**config.mk**
```make
export PLATFORM = sky130hd
export DESIGN_NAME = fsmd_host
export DESIGN_NICKNAME = d
export VERILOG_FILES = /design/src/design/fsmd_pkg.sv /design/src/design/fsmd_host.sv
export SDC_FILE = /design/constraint.sdc
export NUM_CORES = 1
export LEC_CHECK = 0
export ABC_AREA = 1
export ABC_CLOCK_PERIOD_IN_PS = 2550
export BUFFER_PORTS_ARGS = -buffer_cell sky130_fd_sc_hd__buf_4
export CORE_ASPECT_RATIO = 1.25
export CORE_UTILIZATION = 28
export DETAILED_ROUTE_END_ITERATION = 8
export GPL_ROUTABILITY_DRIVEN = 0
export SLEW_MARGIN = 5
export SYNTH_ARGS = -nofsm -noshare
export SYNTH_HDL_FRONTEND = slang
export SYNTH_SLANG_ARGS = --single-unit
```
**constraint.sdc**
```tcl
create_clock -name clk_sys -period 2.55 [get_ports clk_sys]
set_input_delay 0.6375 -clock clk_sys [delete_from_list [all_inputs] [get_ports clk_sys]]
set_output_delay 0.6375 -clock clk_sys [all_outputs]
set_load 0.01 [all_outputs]
```
**src/design/fsmd_pkg.sv**
```systemverilog
// constants, register map and descriptor field layout for the status-map decoder
package fsmd_pkg;

	// width of the flash-side 6-byte command-address
	localparam int CMD_ADDR_W = 48;
	// generic register command size code for 6 bytes; other codes unused
	localparam logic [1:0] CMD_SIZE_6BYTE = 2'h0;

	// apb register byte offsets
	localparam logic [7:0] ADDR_CTRL        = 8'h00;
	localparam logic [7:0] ADDR_ERR_DESC    = 8'h04;
	localparam logic [7:0] ADDR_VDUM_DESC   = 8'h08;
	localparam logic [7:0] ADDR_NVDUM_DESC  = 8'h0C;
	localparam logic [7:0] ADDR_STATUS      = 8'h10;
	localparam logic [7:0] ADDR_DUMMY       = 8'h14;
	localparam logic [7:0] ADDR_CMD_ADDR_LO = 8'h18;

	// erase-error descriptor fields
	localparam int EE_SUP_BIT   = 31;
	localparam int EE_POL_BIT   = 30;
	localparam int EE_BYTE1_BIT = 29;
	localparam int EE_SHARE_BIT = 28;
	localparam int EE_POS_MSB   = 27;
	localparam int EE_POS_LSB   = 24;
	localparam int EE_ADDR_MSB  = 23;
	localparam int EE_ADDR_LSB  = 16;
	localparam int EE_RSVD_MSB  = 15;

	// dummy-cycle descriptor fields, same layout for volatile and non-volatile
	localparam int DC_SUP_BIT   = 31;
	localparam int DC_RSVD_BIT  = 30;
	localparam int DC_BYTE1_BIT = 29;
	localparam int DC_W_MSB     = 28;
	localparam int DC_W_LSB     = 27;
	localparam int DC_POS_MSB   = 26;
	localparam int DC_POS_LSB   = 23;
	localparam int DC_ADDR_MSB  = 22;
	localparam int DC_ADDR_LSB  = 15;
	localparam int DC_RSVD_MSB  = 14;
	localparam logic [2:0] DC_MIN_WIDTH = 3'h2;

	// control register fields
	localparam int CTRL_OP_MSB  = 1;
	localparam int CTRL_OP_LSB  = 0;
	localparam int CTRL_NV_BIT  = 4;
	localparam int CTRL_VAL_MSB = 12;
	localparam int CTRL_VAL_LSB = 8;
	localparam logic [1:0] OP_NONE        = 2'h0;
	localparam logic [1:0] OP_ERASE_CHECK = 2'h1;
	localparam logic [1:0] OP_DUMMY_READ  = 2'h2;
	localparam logic [1:0] OP_DUMMY_WRITE = 2'h3;

	// status register bits
	localparam int ST_BUSY_BIT  = 0;
	localparam int ST_DONE_BIT  = 1;
	localparam int ST_UNSUP_BIT = 2;
	localparam int ST_EERR_BIT  = 3;
	localparam int ST_SHARE_BIT = 4;
	localparam int ST_RSVD_BIT  = 5;

	// reset values
	localparam logic [31:0] DESC_RESET  = 32'h0000_0000;
	localparam logic [4:0]  DUMMY_RESET = 5'h00;

endpackage : fsmd_pkg

```
**src/design/fsmd_host.sv**
```systemverilog
// host-side decoder of flash status/control map descriptors with apb control
//
// Added by the designer: register access over APB and the placing of the registers.
`timescale 1ns/10ps
module fsmd_host
	import fsmd_pkg::*;
#(
	parameter int DATA_W = 32
) (
	// clock and reset
	input  wire logic                  clk_sys,
	input  wire logic                  rst,
	// apb slave
	input  wire logic                  psel,
	input  wire logic                  penable,
	input  wire logic                  pwrite,
	input  wire logic [7:0]            paddr,
	input  wire logic [31:0]           pwdata,
	output logic                       pready,
	output logic                       pslverr,
	output logic [31:0]                prdata,
	// generic register access toward the flash controller
	output logic                       reg_req,
	output logic                       reg_write,
	output logic                       reg_nonvol,
	output logic [1:0]                 reg_addr_size,
	output logic [CMD_ADDR_W-1:0]      reg_cmd_addr,
	output logic [DATA_W-1:0]          reg_wdata,
	input  wire logic                  reg_ack,
	input  wire logic [DATA_W-1:0]     reg_rdata,
	// decoded status
	output logic                       erase_error,
	output logic                       busy
);

	typedef enum logic [1:0] {
		FSMD_IDLE,
		FSMD_READ,
		FSMD_WRITE
	} fsmd_state_e;

	typedef struct packed {
		fsmd_state_e           st;
		logic [31:0]           err_desc;
		logic [31:0]           vdum_desc;
		logic [31:0]           nvdum_desc;
		logic [1:0]            op;
		logic                  nv;
		logic [4:0]            dval;
		logic                  busy;
		logic                  done;
		logic                  unsup;
		logic                  eerr;
		logic                  shared;
		logic                  rsvd_err;
		logic [4:0]            dummy;
		logic                  req;
		logic                  wr;
		logic [CMD_ADDR_W-1:0] cmd_addr;
		logic [DATA_W-1:0]     wdata;
		logic [31:0]           prdata;
		logic                  slverr;
	} fsmd_state_s;

	fsmd_state_s state_reg;
	fsmd_state_s state_next;

	// local register address placed into the 48-bit command-address
	function automatic logic [CMD_ADDR_W-1:0] fsmd_cmd_addr(input logic byte1, input logic [7:0] addr);
		logic [CMD_ADDR_W-1:0] a;
		a = '0;
		if (byte1) begin
			a[15:8] = addr;
		end else begin
			a[7:0] = addr;
		end
		return a;
	endfunction : fsmd_cmd_addr

	// mask of the dummy field, already shifted to its position
	function automatic logic [DATA_W-1:0] fsmd_mask(input logic [1:0] wcode, input logic [3:0] pos);
		logic [2:0]        w;
		logic [DATA_W-1:0] m;
		w = DC_MIN_WIDTH + {1'b0, wcode};
		m = (DATA_W'(1) << w) - DATA_W'(1);
		return m << pos;
	endfunction : fsmd_mask

	logic              apb_setup;
	logic              apb_wr;
	logic              addr_ok;
	logic [31:0]       dsel_desc;
	logic [31:0]       next_dsel_desc;
	logic [3:0]        dpos;
	logic [DATA_W-1:0] dmask;
	logic [DATA_W-1:0] dfield;
	logic [1:0]        start_op;
	logic              start_nv;

	assign apb_setup = psel & ~penable;
	assign apb_wr    = psel & penable & pwrite;
	assign addr_ok   = (paddr == ADDR_CTRL) || (paddr == ADDR_ERR_DESC) || (paddr == ADDR_VDUM_DESC) ||
	                   (paddr == ADDR_NVDUM_DESC) || (paddr == ADDR_STATUS) || (paddr == ADDR_DUMMY) ||
	                   (paddr == ADDR_CMD_ADDR_LO);

	// field geometry of the descriptor of the operation in flight
	assign dsel_desc = state_reg.nv ? state_reg.nvdum_desc : state_reg.vdum_desc;
	assign dpos      = dsel_desc[DC_POS_MSB:DC_POS_LSB];
	assign dmask     = fsmd_mask(dsel_desc[DC_W_MSB:DC_W_LSB], dpos);
	assign dfield    = (reg_rdata & dmask) >> dpos;

	assign start_op       = pwdata[CTRL_OP_MSB:CTRL_OP_LSB];
	assign start_nv       = pwdata[CTRL_NV_BIT];
	assign next_dsel_desc = start_nv ? state_reg.nvdum_desc : state_reg.vdum_desc;

	always_comb begin
		state_next = state_reg;

		// read data is fetched in the setup cycle so it leaves a flip-flop
		if (apb_setup) begin
			state_next.slverr = ~addr_ok;
			case (paddr)
				ADDR_ERR_DESC:    state_next.prdata = state_reg.err_desc;
				ADDR_VDUM_DESC:   state_next.prdata = state_reg.vdum_desc;
				ADDR_NVDUM_DESC:  state_next.prdata = state_reg.nvdum_desc;
				ADDR_STATUS:      state_next.prdata = {26'h0, state_reg.rsvd_err, state_reg.shared, state_reg.eerr,
				                                       state_reg.unsup, state_reg.done, state_reg.busy};
				ADDR_DUMMY:       state_next.prdata = {27'h0, state_reg.dummy};
				ADDR_CMD_ADDR_LO: state_next.prdata = state_reg.cmd_addr[31:0];
				ADDR_CTRL:        state_next.prdata = {19'h0, state_reg.dval, 3'h0, state_reg.nv, 2'h0, state_reg.op};
				default:          state_next.prdata = 32'h0000_0000;
			endcase
		end

		// done is cleared by writing one; a completion in the same cycle wins below
		if (apb_wr && paddr == ADDR_STATUS && pwdata[ST_DONE_BIT]) begin
			state_next.done = 1'b0;
		end

		// descriptors are frozen while an access is in flight
		if (apb_wr && state_reg.st == FSMD_IDLE) begin
			case (paddr)
				ADDR_ERR_DESC:   state_next.err_desc   = pwdata;
				ADDR_VDUM_DESC:  state_next.vdum_desc  = pwdata;
				ADDR_NVDUM_DESC: state_next.nvdum_desc = pwdata;
				default:         state_next.err_desc   = state_reg.err_desc;
			endcase
		end

		case (state_reg.st)
			FSMD_IDLE: begin
				// a start while busy is ignored because only idle reaches here
				if (apb_wr && paddr == ADDR_CTRL && start_op != OP_NONE) begin
					state_next.op    = start_op;
					state_next.nv    = start_nv;
					state_next.dval  = pwdata[CTRL_VAL_MSB:CTRL_VAL_LSB];
					state_next.unsup = 1'b0;
					state_next.wr    = 1'b0;
					if (start_op == OP_ERASE_CHECK) begin
						state_next.shared   = state_reg.err_desc[EE_SHARE_BIT];
						state_next.rsvd_err = state_reg.err_desc[EE_RSVD_MSB:0] != 16'h0000;
						if (!state_reg.err_desc[EE_SUP_BIT]) begin
							state_next.unsup = 1'b1;
							state_next.eerr  = 1'b0;
							state_next.done  = 1'b1;
						end else begin
							state_next.cmd_addr = fsmd_cmd_addr(state_reg.err_desc[EE_BYTE1_BIT],
							                                    state_reg.err_desc[EE_ADDR_MSB:EE_ADDR_LSB]);
							state_next.req  = 1'b1;
							state_next.busy = 1'b1;
							state_next.st   = FSMD_READ;
						end
					end else begin
						state_next.rsvd_err = next_dsel_desc[DC_RSVD_BIT] ||
						                      next_dsel_desc[DC_RSVD_MSB:0] != 15'h0000;
						if (!next_dsel_desc[DC_SUP_BIT]) begin
							state_next.unsup = 1'b1;
							state_next.done  = 1'b1;
						end else begin
							state_next.cmd_addr = fsmd_cmd_addr(next_dsel_desc[DC_BYTE1_BIT],
							                                    next_dsel_desc[DC_ADDR_MSB:DC_ADDR_LSB]);
							state_next.req  = 1'b1;
							state_next.busy = 1'b1;
							state_next.st   = FSMD_READ;
						end
					end
				end
			end
			FSMD_READ: begin
				if (reg_ack) begin
					state_next.req = 1'b0;
					case (state_reg.op)
						OP_ERASE_CHECK: begin
							// normalise to active high whatever the device polarity
							state_next.eerr = reg_rdata[state_reg.err_desc[EE_POS_MSB:EE_POS_LSB]] ^
							                  state_reg.err_desc[EE_POL_BIT];
							state_next.busy = 1'b0;
							state_next.done = 1'b1;
							state_next.st   = FSMD_IDLE;
						end
						OP_DUMMY_READ: begin
							state_next.dummy = dfield[4:0];
							state_next.busy  = 1'b0;
							state_next.done  = 1'b1;
							state_next.st    = FSMD_IDLE;
						end
						default: begin
							// read-modify-write keeps the other bits of the setting register
							state_next.wdata = (reg_rdata & ~dmask) | ((DATA_W'(state_reg.dval) << dpos) & dmask);
							state_next.req   = 1'b1;
							state_next.wr    = 1'b1;
							state_next.st    = FSMD_WRITE;
						end
					endcase
				end
			end
			FSMD_WRITE: begin
				if (reg_ack) begin
					state_next.req   = 1'b0;
					state_next.wr    = 1'b0;
					state_next.dummy = state_reg.dval & dfield_width_mask(dsel_desc[DC_W_MSB:DC_W_LSB]);
					state_next.busy  = 1'b0;
					state_next.done  = 1'b1;
					state_next.st    = FSMD_IDLE;
				end
			end
			default: begin
				state_next.st  = FSMD_IDLE;
				state_next.req = 1'b0;
			end
		endcase
	end

	// unshifted mask of the value bits that fit the field
	function automatic logic [4:0] dfield_width_mask(input logic [1:0] wcode);
		case (wcode)
			2'h0:    return 5'h03;
			2'h1:    return 5'h07;
			2'h2:    return 5'h0F;
			default: return 5'h1F;
		endcase
	endfunction : dfield_width_mask

	always_ff @(posedge clk_sys) begin
		if (rst) begin
			state_reg.st         <= FSMD_IDLE;
			state_reg.err_desc   <= DESC_RESET;
			state_reg.vdum_desc  <= DESC_RESET;
			state_reg.nvdum_desc <= DESC_RESET;
			state_reg.op         <= OP_NONE;
			state_reg.nv         <= 1'b0;
			state_reg.dval       <= DUMMY_RESET;
			state_reg.busy       <= 1'b0;
			state_reg.done       <= 1'b0;
			state_reg.unsup      <= 1'b0;
			state_reg.eerr       <= 1'b0;
			state_reg.shared     <= 1'b0;
			state_reg.rsvd_err   <= 1'b0;
			state_reg.dummy      <= DUMMY_RESET;
			state_reg.req        <= 1'b0;
			state_reg.wr         <= 1'b0;
			state_reg.cmd_addr   <= '0;
			state_reg.wdata      <= '0;
			state_reg.prdata     <= 32'h0000_0000;
			state_reg.slverr     <= 1'b0;
		end else begin
			state_reg <= state_next;
		end
	end

	// zero-wait slave: every access phase completes in its first cycle
	assign pready        = 1'b1;
	assign pslverr       = psel & penable & state_reg.slverr;
	assign prdata        = state_reg.prdata;
	assign reg_req       = state_reg.req;
	assign reg_write     = state_reg.wr;
	assign reg_nonvol    = state_reg.nv & (state_reg.op != OP_ERASE_CHECK);
	assign reg_addr_size = CMD_SIZE_6BYTE;
	assign reg_cmd_addr  = state_reg.cmd_addr;
	assign reg_wdata     = state_reg.wdata;
	assign erase_error   = state_reg.eerr;
	assign busy          = state_reg.busy;

endmodule : fsmd_host

```
# Word level (Yosys, flattened, before mapping)
# Cells that the tools add are included.
# op_classes
add_sub_neg	2
order_cmp	1
n_eq_ne	26
shifts	4
muxes	48
bitwise	15
n_reduce_logical	35
# op_table
operator	n
$pmux W32 S7	1
$mux W48	3
$and A32 B32 Y32	3
$mux W50	1
$mux W32	1
$mux W8	4
$not A32 Y32	1
$or A32 B32 Y32	1
$shl A1 B3 Y32 const A	1
$shl A32 B4 Y32	1
$shl A5 B4 Y32	1
$shr A32 B4 Y5	1
$sub A32 B2 Y32 const B	1
$mux W29	1
$mux W2	13
$eq A8 B5 Y1 const B	3
$eq A8 B4 Y1 const B	2
$reduce_bool A16 Y1	1
$mux W5	3
$pmux W5 S3	1
$reduce_bool A15 Y1	1
$mux W7	2
$ne A2 B2 Y1 const B	6
$pmux W2 S3	2
32 further kinds	76
# totals
regBits	232
in_bits	78
out_inout_bits	121
elab_cells	151

# Depth between registers and ports, before layout
# Gate-level depths: netlist of the first run.
# logic_depth
word_depth	10
ltp_mapped	17

# Worst setup path before layout of the first run
# Ideal clock, no wire load.
# synth_timing
path_type	input to register
startpoint	input paddr[1]
endpoint	register state_reg, in the netlist reg_cmd_addr[10]
setup_ps	116
t_arrival_ps	2064
t_required_ps	2434
slack_ps	370
cell_stages	15
path_buffers	1
path_cell_list	nor2_1 inv_1 nor3_2 nand2_2 inv_2 nand2_1 nand2_1 nand2_1 nor2_1 inv_2 nor2_4 inv_2 buf_2 nor2_1 nor2_1
# synth_via
elab_chain_cells	4
# synth_lines
item	line_no	source
start: declaration	fsmd_host.sv:17	input wire logic [7:0] paddr,
$logic_not A8 Y1	fsmd_host.sv:153	if (apb_wr && paddr == ADDR_CTRL && start_op != OP_NONE) begin
$logic_and A1 B1 Y1 (2 in a row)	fsmd_host.sv:153	
$reduce_and A4 Y1 (no source line)	-	
end signal: assignment	fsmd_host.sv:267	state_reg <= state_next;
end: declaration	fsmd_host.sv:65	fsmd_state_s state_reg;
# Every way passes these cells.
# A chain may end at the register's enable or synchronous reset.

# Worst setup path in the final report of the first run
# layout_timing
startpoint	register state_reg[131] in the netlist's numbering
endpoint	register state_reg, in the netlist reg_wdata[7]
# layout_via
elab_chain_cells	8
word_cells_on_any_way	10
classes_between	add/sub (2); shift (3); mux (1); bitwise (4)
# layout_lines
item	line_no	source
$mux W29 *	fsmd_host.sv:107	assign dsel_desc = state_reg.nv ? state_reg.nvdum_desc : state_reg.vdum_desc;
$add A2 B2 Y3	fsmd_host.sv:84	w = DC_MIN_WIDTH + {1'b0, wcode};
$shl A1 B3 Y32	fsmd_host.sv:85	m = (DATA_W'(1) << w) - DATA_W'(1);
$sub A32 B2 Y32	fsmd_host.sv:85	
$shl A32 B4 Y32	fsmd_host.sv:86	return m << pos;
$not A32 Y32	fsmd_host.sv:209	state_next.wdata = (reg_rdata & ~dmask) | ((DATA_W'(state_reg.dval) << dpos) & dmask);
$and A32 B32 Y32	fsmd_host.sv:209	
$or A32 B32 Y32 *	fsmd_host.sv:209	
# Every way passes the cells marked *; elsewhere a longest branch is shown, timed or not.

==> flow_summary.toml, run 1 <==
[run_status]
status = "finished with violations"
violations = "design-rule violations"

[sta]
finalSetupViolCount = 0
hold_viol = 0
finalSetupTns_ps = 0
layout_min_cycle_time_ps = 2319
max_freq_mhz = 431.2
post-route-period-util = 0.9094
rsz0062_at_grt = "false"
timing.clock.skew_ps = 15.39
final-max-slew-violation-count = 0
timing.slew.headroom = 0.4423
worst_slew_pin_slew_ps = 836.6

[synth]
synth_top_family_by_area = "simple AND/OR/NAND/NOR gates"
yosys.area.top_type_share = 0.3615
synth-seq-cells = 200
synth_common_cells = "nand2_1, dfxtp_1, o21ai_0"
synth_area_leaders = "dfxtp_1, nand2_1, buf_4"
synth_flop_cell = "dfxtp_1"
synth.distinct_cells = 49
async_reset_ff_frac = 0
synth-xor-area-share = 0
synth_largest_area_cell = "dfxtp_1"
muxShareOfSynthArea = 0.002712
synth_most_common_cell = "nand2_1"
synth_fa_ha_area_frac = 0.004519
synth_compound_area_frac = 0.2254
synth-simple-area-share = 0.2478
yosysWarnings = 0
synth-edff-count = 0
netlist_instances = 1628
ys_seq_area_frac = 0.3615
synth_area_sq_mm = 0.01107
avgSynthCellArea_sq_um = 6.802

[pwr]
leakage_nw = 5.490
power_density_mw_per_mm2 = 497.0
vdd_drop_max_uv = 448.4

[worst_setup_path]
crit_buf_inv = 2
crit_family = "compound AO/OA/AOI/OAI gates"
required_ps = 2890
crit_arrival_ps = 2660
criticalPathCategory = "flop to flop"
end_kind = "flop"
startpoint_type = "flop"
critPathMaxFanout = 22
cpMostUsedCell = "o21ai_1"
path_cells = "buf_4 -> nand2_2 -> nand2_4 -> nand2_1 -> o21ai_1 -> nand2_1 -> o21ai_1 -> o21ai_1 -> a311o_1 -> o211ai_1 -> inv_1"
slowest_delay_ps = 460
slowest_stage = "dfxtp_2"

[cts]
cts_buffers = 17
cts.clk_slew.worst_paths_ps = 80
clock_sinks = 200
clk_latency_ps = 450
clk_root_buffer_cell = "clkbuf_16"
clk_path_buf_depth = 2
htreeDepth = 4
cts_hold_buf = 0
cts_tree = "yes"
cts_setup_buffers = 0

[layout]
fin_nets = 1782
largest_reg_flops = 116
final_core_util = 0.3337
layout-drive-gt1-share = 0.1710
final_cells = 2211
area_growth_pct = 17.57
diodes = 0

[detailed_routing]
first_iter_violations = 1168
drcViolationCount = 19
first_pass_iters = 9
wl_met3_um = 3129
vias_per_cell = 5.164
wl_met2_um = 19050
routed_wirelength_um = 39950
wire_per_inst_um = 18.07
top_layer = "met4"
met1_length_um = 16180
antenna_left = 0
vias = 11420

[global_routing]
grt_pass1_vias = 10670
grt.total_usage = 0.1930
antenna_found_initial = 0
grt_remaining_overflow = 0
grt_pass1_wl_um = 60580
grt_max_degree = 75

[placed_design]
place_inst = 2179
dp_hpwl_um = 30070
io_buffers = 163

[die]
rows = 81
die_x_um = 179.9
core_sq_mm = 0.03902
fp.dieH_um = 224.4
start_util = 0.2838
ioPinCount = 199
die-area_sq_mm = 0.04036

[worst_hold_path]
worstHoldPathType = "primary input to flop"

[flow_run]
cap_violations = 0
## worst paths after layout
path                  start              to  slack (ps)  cells past startpoint
max reg2reg  state_reg[131]    reg_wdata[7]         230                     11
min reg2reg         reg_req         reg_req         470                      2
max          state_reg[131]    reg_wdata[7]         230                     11
min               pwdata[5]  state_reg[203]         430                      3
## power by group
group / switching [mW] / internal [mW]
Clock: 1.40 / 1.55
Sequential: 0.00123 / 3.12
Combinational: 0.263 / 0.143
## cells by family after synthesis
family,Yosys count
other,2
muxes,3
AOI/OAI and AO/OA,438
buffers and inverters,335
adders and majority gates,4
and+or+nand+nor,646
DFF,200
## placed cells by master (no fill, tap or decap), types with 18 or more instances in the layout
cell type,netlist,layout
a211oi_1,21,21
a21oi_1,137,137
buf_4,119,214
conb_1,2,39
dfxtp_1,200,199
inv_1,114,113
nand2_1,316,316
nand3_1,93,93
nand4_1,31,31
nor2_1,159,154
nor3_1,18,18
o211ai_1,20,20
o21ai_0,174,173
o22ai_1,18,18
## per-layer routing
metal,GRT usage,vias to the layer above
li1,-,5503
met1,0.2335,5268
met3,0.04177,97
met5,0,-
met4,0.08287,0
met2,0.3291,550
## repair_timing
| action | in CTS | in global routing |
|---|---|---|
| resized for setup | 0 | 2 |
| hold endpoints to repair | 0 | 0 |
| setup endpoints to repair | 0 | 9 |
## final cells by class
class	instances	area, sq um
tap	498	623.1
inverter	128	480.5
clock inverter	13	193.9
timing repair buffer	223	1787
clock buffer	19	442.9
fill	4231	26000
multi-input combinational	1130	5488
sequential	200	4005
## through the flow
step	cell area, sq um	power [mW]	hold WS [ps]	setup WS, ps
after CTS	13020	6.525	421.7	169.5
after global placement	12380	3.593	454.3	62.20
after global routing	13020	6.680	434.6	42.58
after floorplan	11210	3.424	440.5	370.3
after detailed placement	12380	3.592	455.7	53.25
final	13020	6.471	433.8	231.0
## worst min-delay path: cells and delay by family
kind                   cells  cell delay (ps)
and+or+nand+nor            2              120
buffers and inverters      1               90
Power figures use the tool's default switching activity.
==> run 2: changes to the inputs <==
CORE_UTILIZATION = 42   (was 28)
==> run 2 against run 1 <==
Against the previous run:
- the run now ends clean
- first-iteration DRC count shrank 34%
- wire length shrank 1.9%
- combinational power grew 3%
- die area shrank 33%
- clock power shrank 4%
- utilization grew 16 points
- count of clock-buffer cells in the layout shrank 1
- sequential share of layout area grew 0.22 points
- setup slack lost 60 ps
- global-route usage grew 9.7 points
- design area shrank 0.71%
- critical path type unchanged
- critical endpoint is now state_reg[116]
==> flow_summary.toml, run 2 (synthesis gave the netlist of run 1 again) <==
[run_status]
status = "finished, final reports clean"

[layout]
layout-drive-gt1-share = 0.1779
fin_nets = 1795
largest_reg_flops = 116
final_cell_mix = "nand2_1, buf_4, dfxtp_1"
final_core_util = 0.4986
diodes = 0
final_cells = 2066
area_growth_pct = 16.73
layout_commonest_cell = "nand2_1"

[global_routing]
grt_pass1_wl_um = 59960
antenna_found_initial = 0
grt_remaining_overflow = 0
grt_max_degree = 68
grt_pass1_vias = 10630
grt.total_usage = 0.2896

[sta]
final-max-slew-violation-count = 0
worst_slew_pin_slew_ps = 828.3
max_freq_mhz = 420.4
hold_ws_ps = 439.6
post-route-period-util = 0.9329
timing.clock.skew_ps = 15.04
rsz0062_at_grt = "false"
finalSetupTns_ps = 0
hold_viol = 0
setup_slack_ps = 171.1
layout_min_cycle_time_ps = 2379
timing.slew.headroom = 0.4478
finalSetupViolCount = 0

[worst_setup_path]
r2r_cells = 13
required_ps = 2840
r2r_end = "state_reg[116]"
criticalPathCategory = "flop to flop"
regToRegSetupSlack_ps = 170
startpoint_type = "flop"
end_kind = "flop"
startpoint = "state_reg[131]"
critPathMaxFanout = 12
crit_arrival_ps = 2670
r2r_start = "state_reg[131]"

[detailed_routing]
vias = 11340
antenna_left = 0
drcViolationCount = 0
routed_wirelength_um = 39180
wire_per_inst_um = 18.96
first_iter_violations = 775
vias_per_cell = 5.488
first_pass_iters = 7

[pwr]
internal_power_mw = 4.688
comb_power_share = 0.066
switchingPower_mw = 1.667
p_seq_frac = 0.491
vdd_drop_max_uv = 422.8
p_clk_frac = 0.443
leakage_nw = 5.553
p_sw_frac = 0.2623
power_density_mw_per_mm2 = 491.6

[die]
die-area_sq_mm = 0.02702
rows = 66
ioPinCount = 199
core_sq_mm = 0.02593
start_util = 0.4271
die_x_um = 147.2
fp.dieH_um = 183.5

[worst_hold_path]
worstHoldPathType = "primary input to flop"
holdCritStartpoint = "pwdata[15]"
holdPathEnd = "state_reg[213]"
hold_depth = 3

[cts]
cts_buffers = 17
htreeDepth = 4
clock_sinks = 200
clk_root_buffer_cell = "clkbuf_16"
clk_path_buf_depth = 2
cts.clk_slew.worst_paths_ps = 80
clk_latency_ps = 450
cts_tree = "yes"
cts_setup_buffers = 0

[flow_run]
cap_violations = 0

[placed_design]
io_buffers = 163
dp_hpwl_um = 29170
place_inst = 2034
pre_cts_ws_ps = 27.82
-- run 2: final cells by class --
type | instances | area [sq um]
Tap cell | 340 | 425.4
Clock inverter | 14 | 180.2
Timing Repair Buffer | 236 | 1909
Clock buffer | 18 | 429.2
Inverter | 128 | 480.5
Multi-Input combinational cell | 1130 | 5498
Fill cell | 2691 | 13000
Sequential cell | 200 | 4005
-- run 2: power groups by stage --
stage,Sequential [mW],Clock [mW],Combinational [mW]
global route,3.12,2.97,0.449
global placement,3.20,0,0.405
floorplan,3.20,0,0.227
detailed placement,3.20,0,0.406
finish,3.12,2.81,0.417
CTS,3.12,2.85,0.407
-- run 2: worst max-delay path, stage by stage, from the launching register on --
cell     delay, ps
dfxtp_2        390
nand2_1        150
o21a_1         400
nand3_1        170
nand3_1        170
nand3_1        140
nand4_1        250
nand2_1         90
nand2_1         70
nand2_1         50
nor2_1         140
nand3_1         90
nand2_1         60
a21oi_1         50
-- run 2: metrics by stage --
| stage | area [sq um] | total power, mW |
|---|---|---|
| 3_5_place_dp | 12310 | 3.603 |
| 2_1_floorplan | 11210 | 3.424 |
| 4_1_cts | 12920 | 6.383 |
| 6_report | 12930 | 6.355 |
| 3_3_place_gp | 12310 | 3.602 |
| 5_1_grt | 12930 | 6.547 |
-- run 2: worst max-delay path by stage --
stage	end	slack (ps)	cells after the start
3_3_place_gp	reg_cmd_addr[10]	70	15
6_report	state_reg[116]	170	13
2_1_floorplan	reg_cmd_addr[10]	370	15
4_1_cts	reg_wdata[7]	90	8
5_1_grt	state_reg[116]	0.4	16
3_5_place_dp	reg_cmd_addr[10]	30	15
-- run 2: repair_timing --
action                                  CTS  global route
endpoints found under the hold margin     0             0
hold buffers                              0             0
gates resized for setup                   0             3
endpoints found under the setup margin    0             7
-- run 2: layer usage --
layer / wire length [um] / share of wire / GRT usage / vias to the layer above
met1: 14910 / 0.38 / 0.3298 / 5217
met3: 2546 / 0.065 / 0.04566 / 113
met4: 1927 / 0.049 / 0.1518 / 0
li1: - / - / - / 5518
met2: 19790 / 0.51 / 0.5185 / 491
met5: 0 / 0 / 0 / -
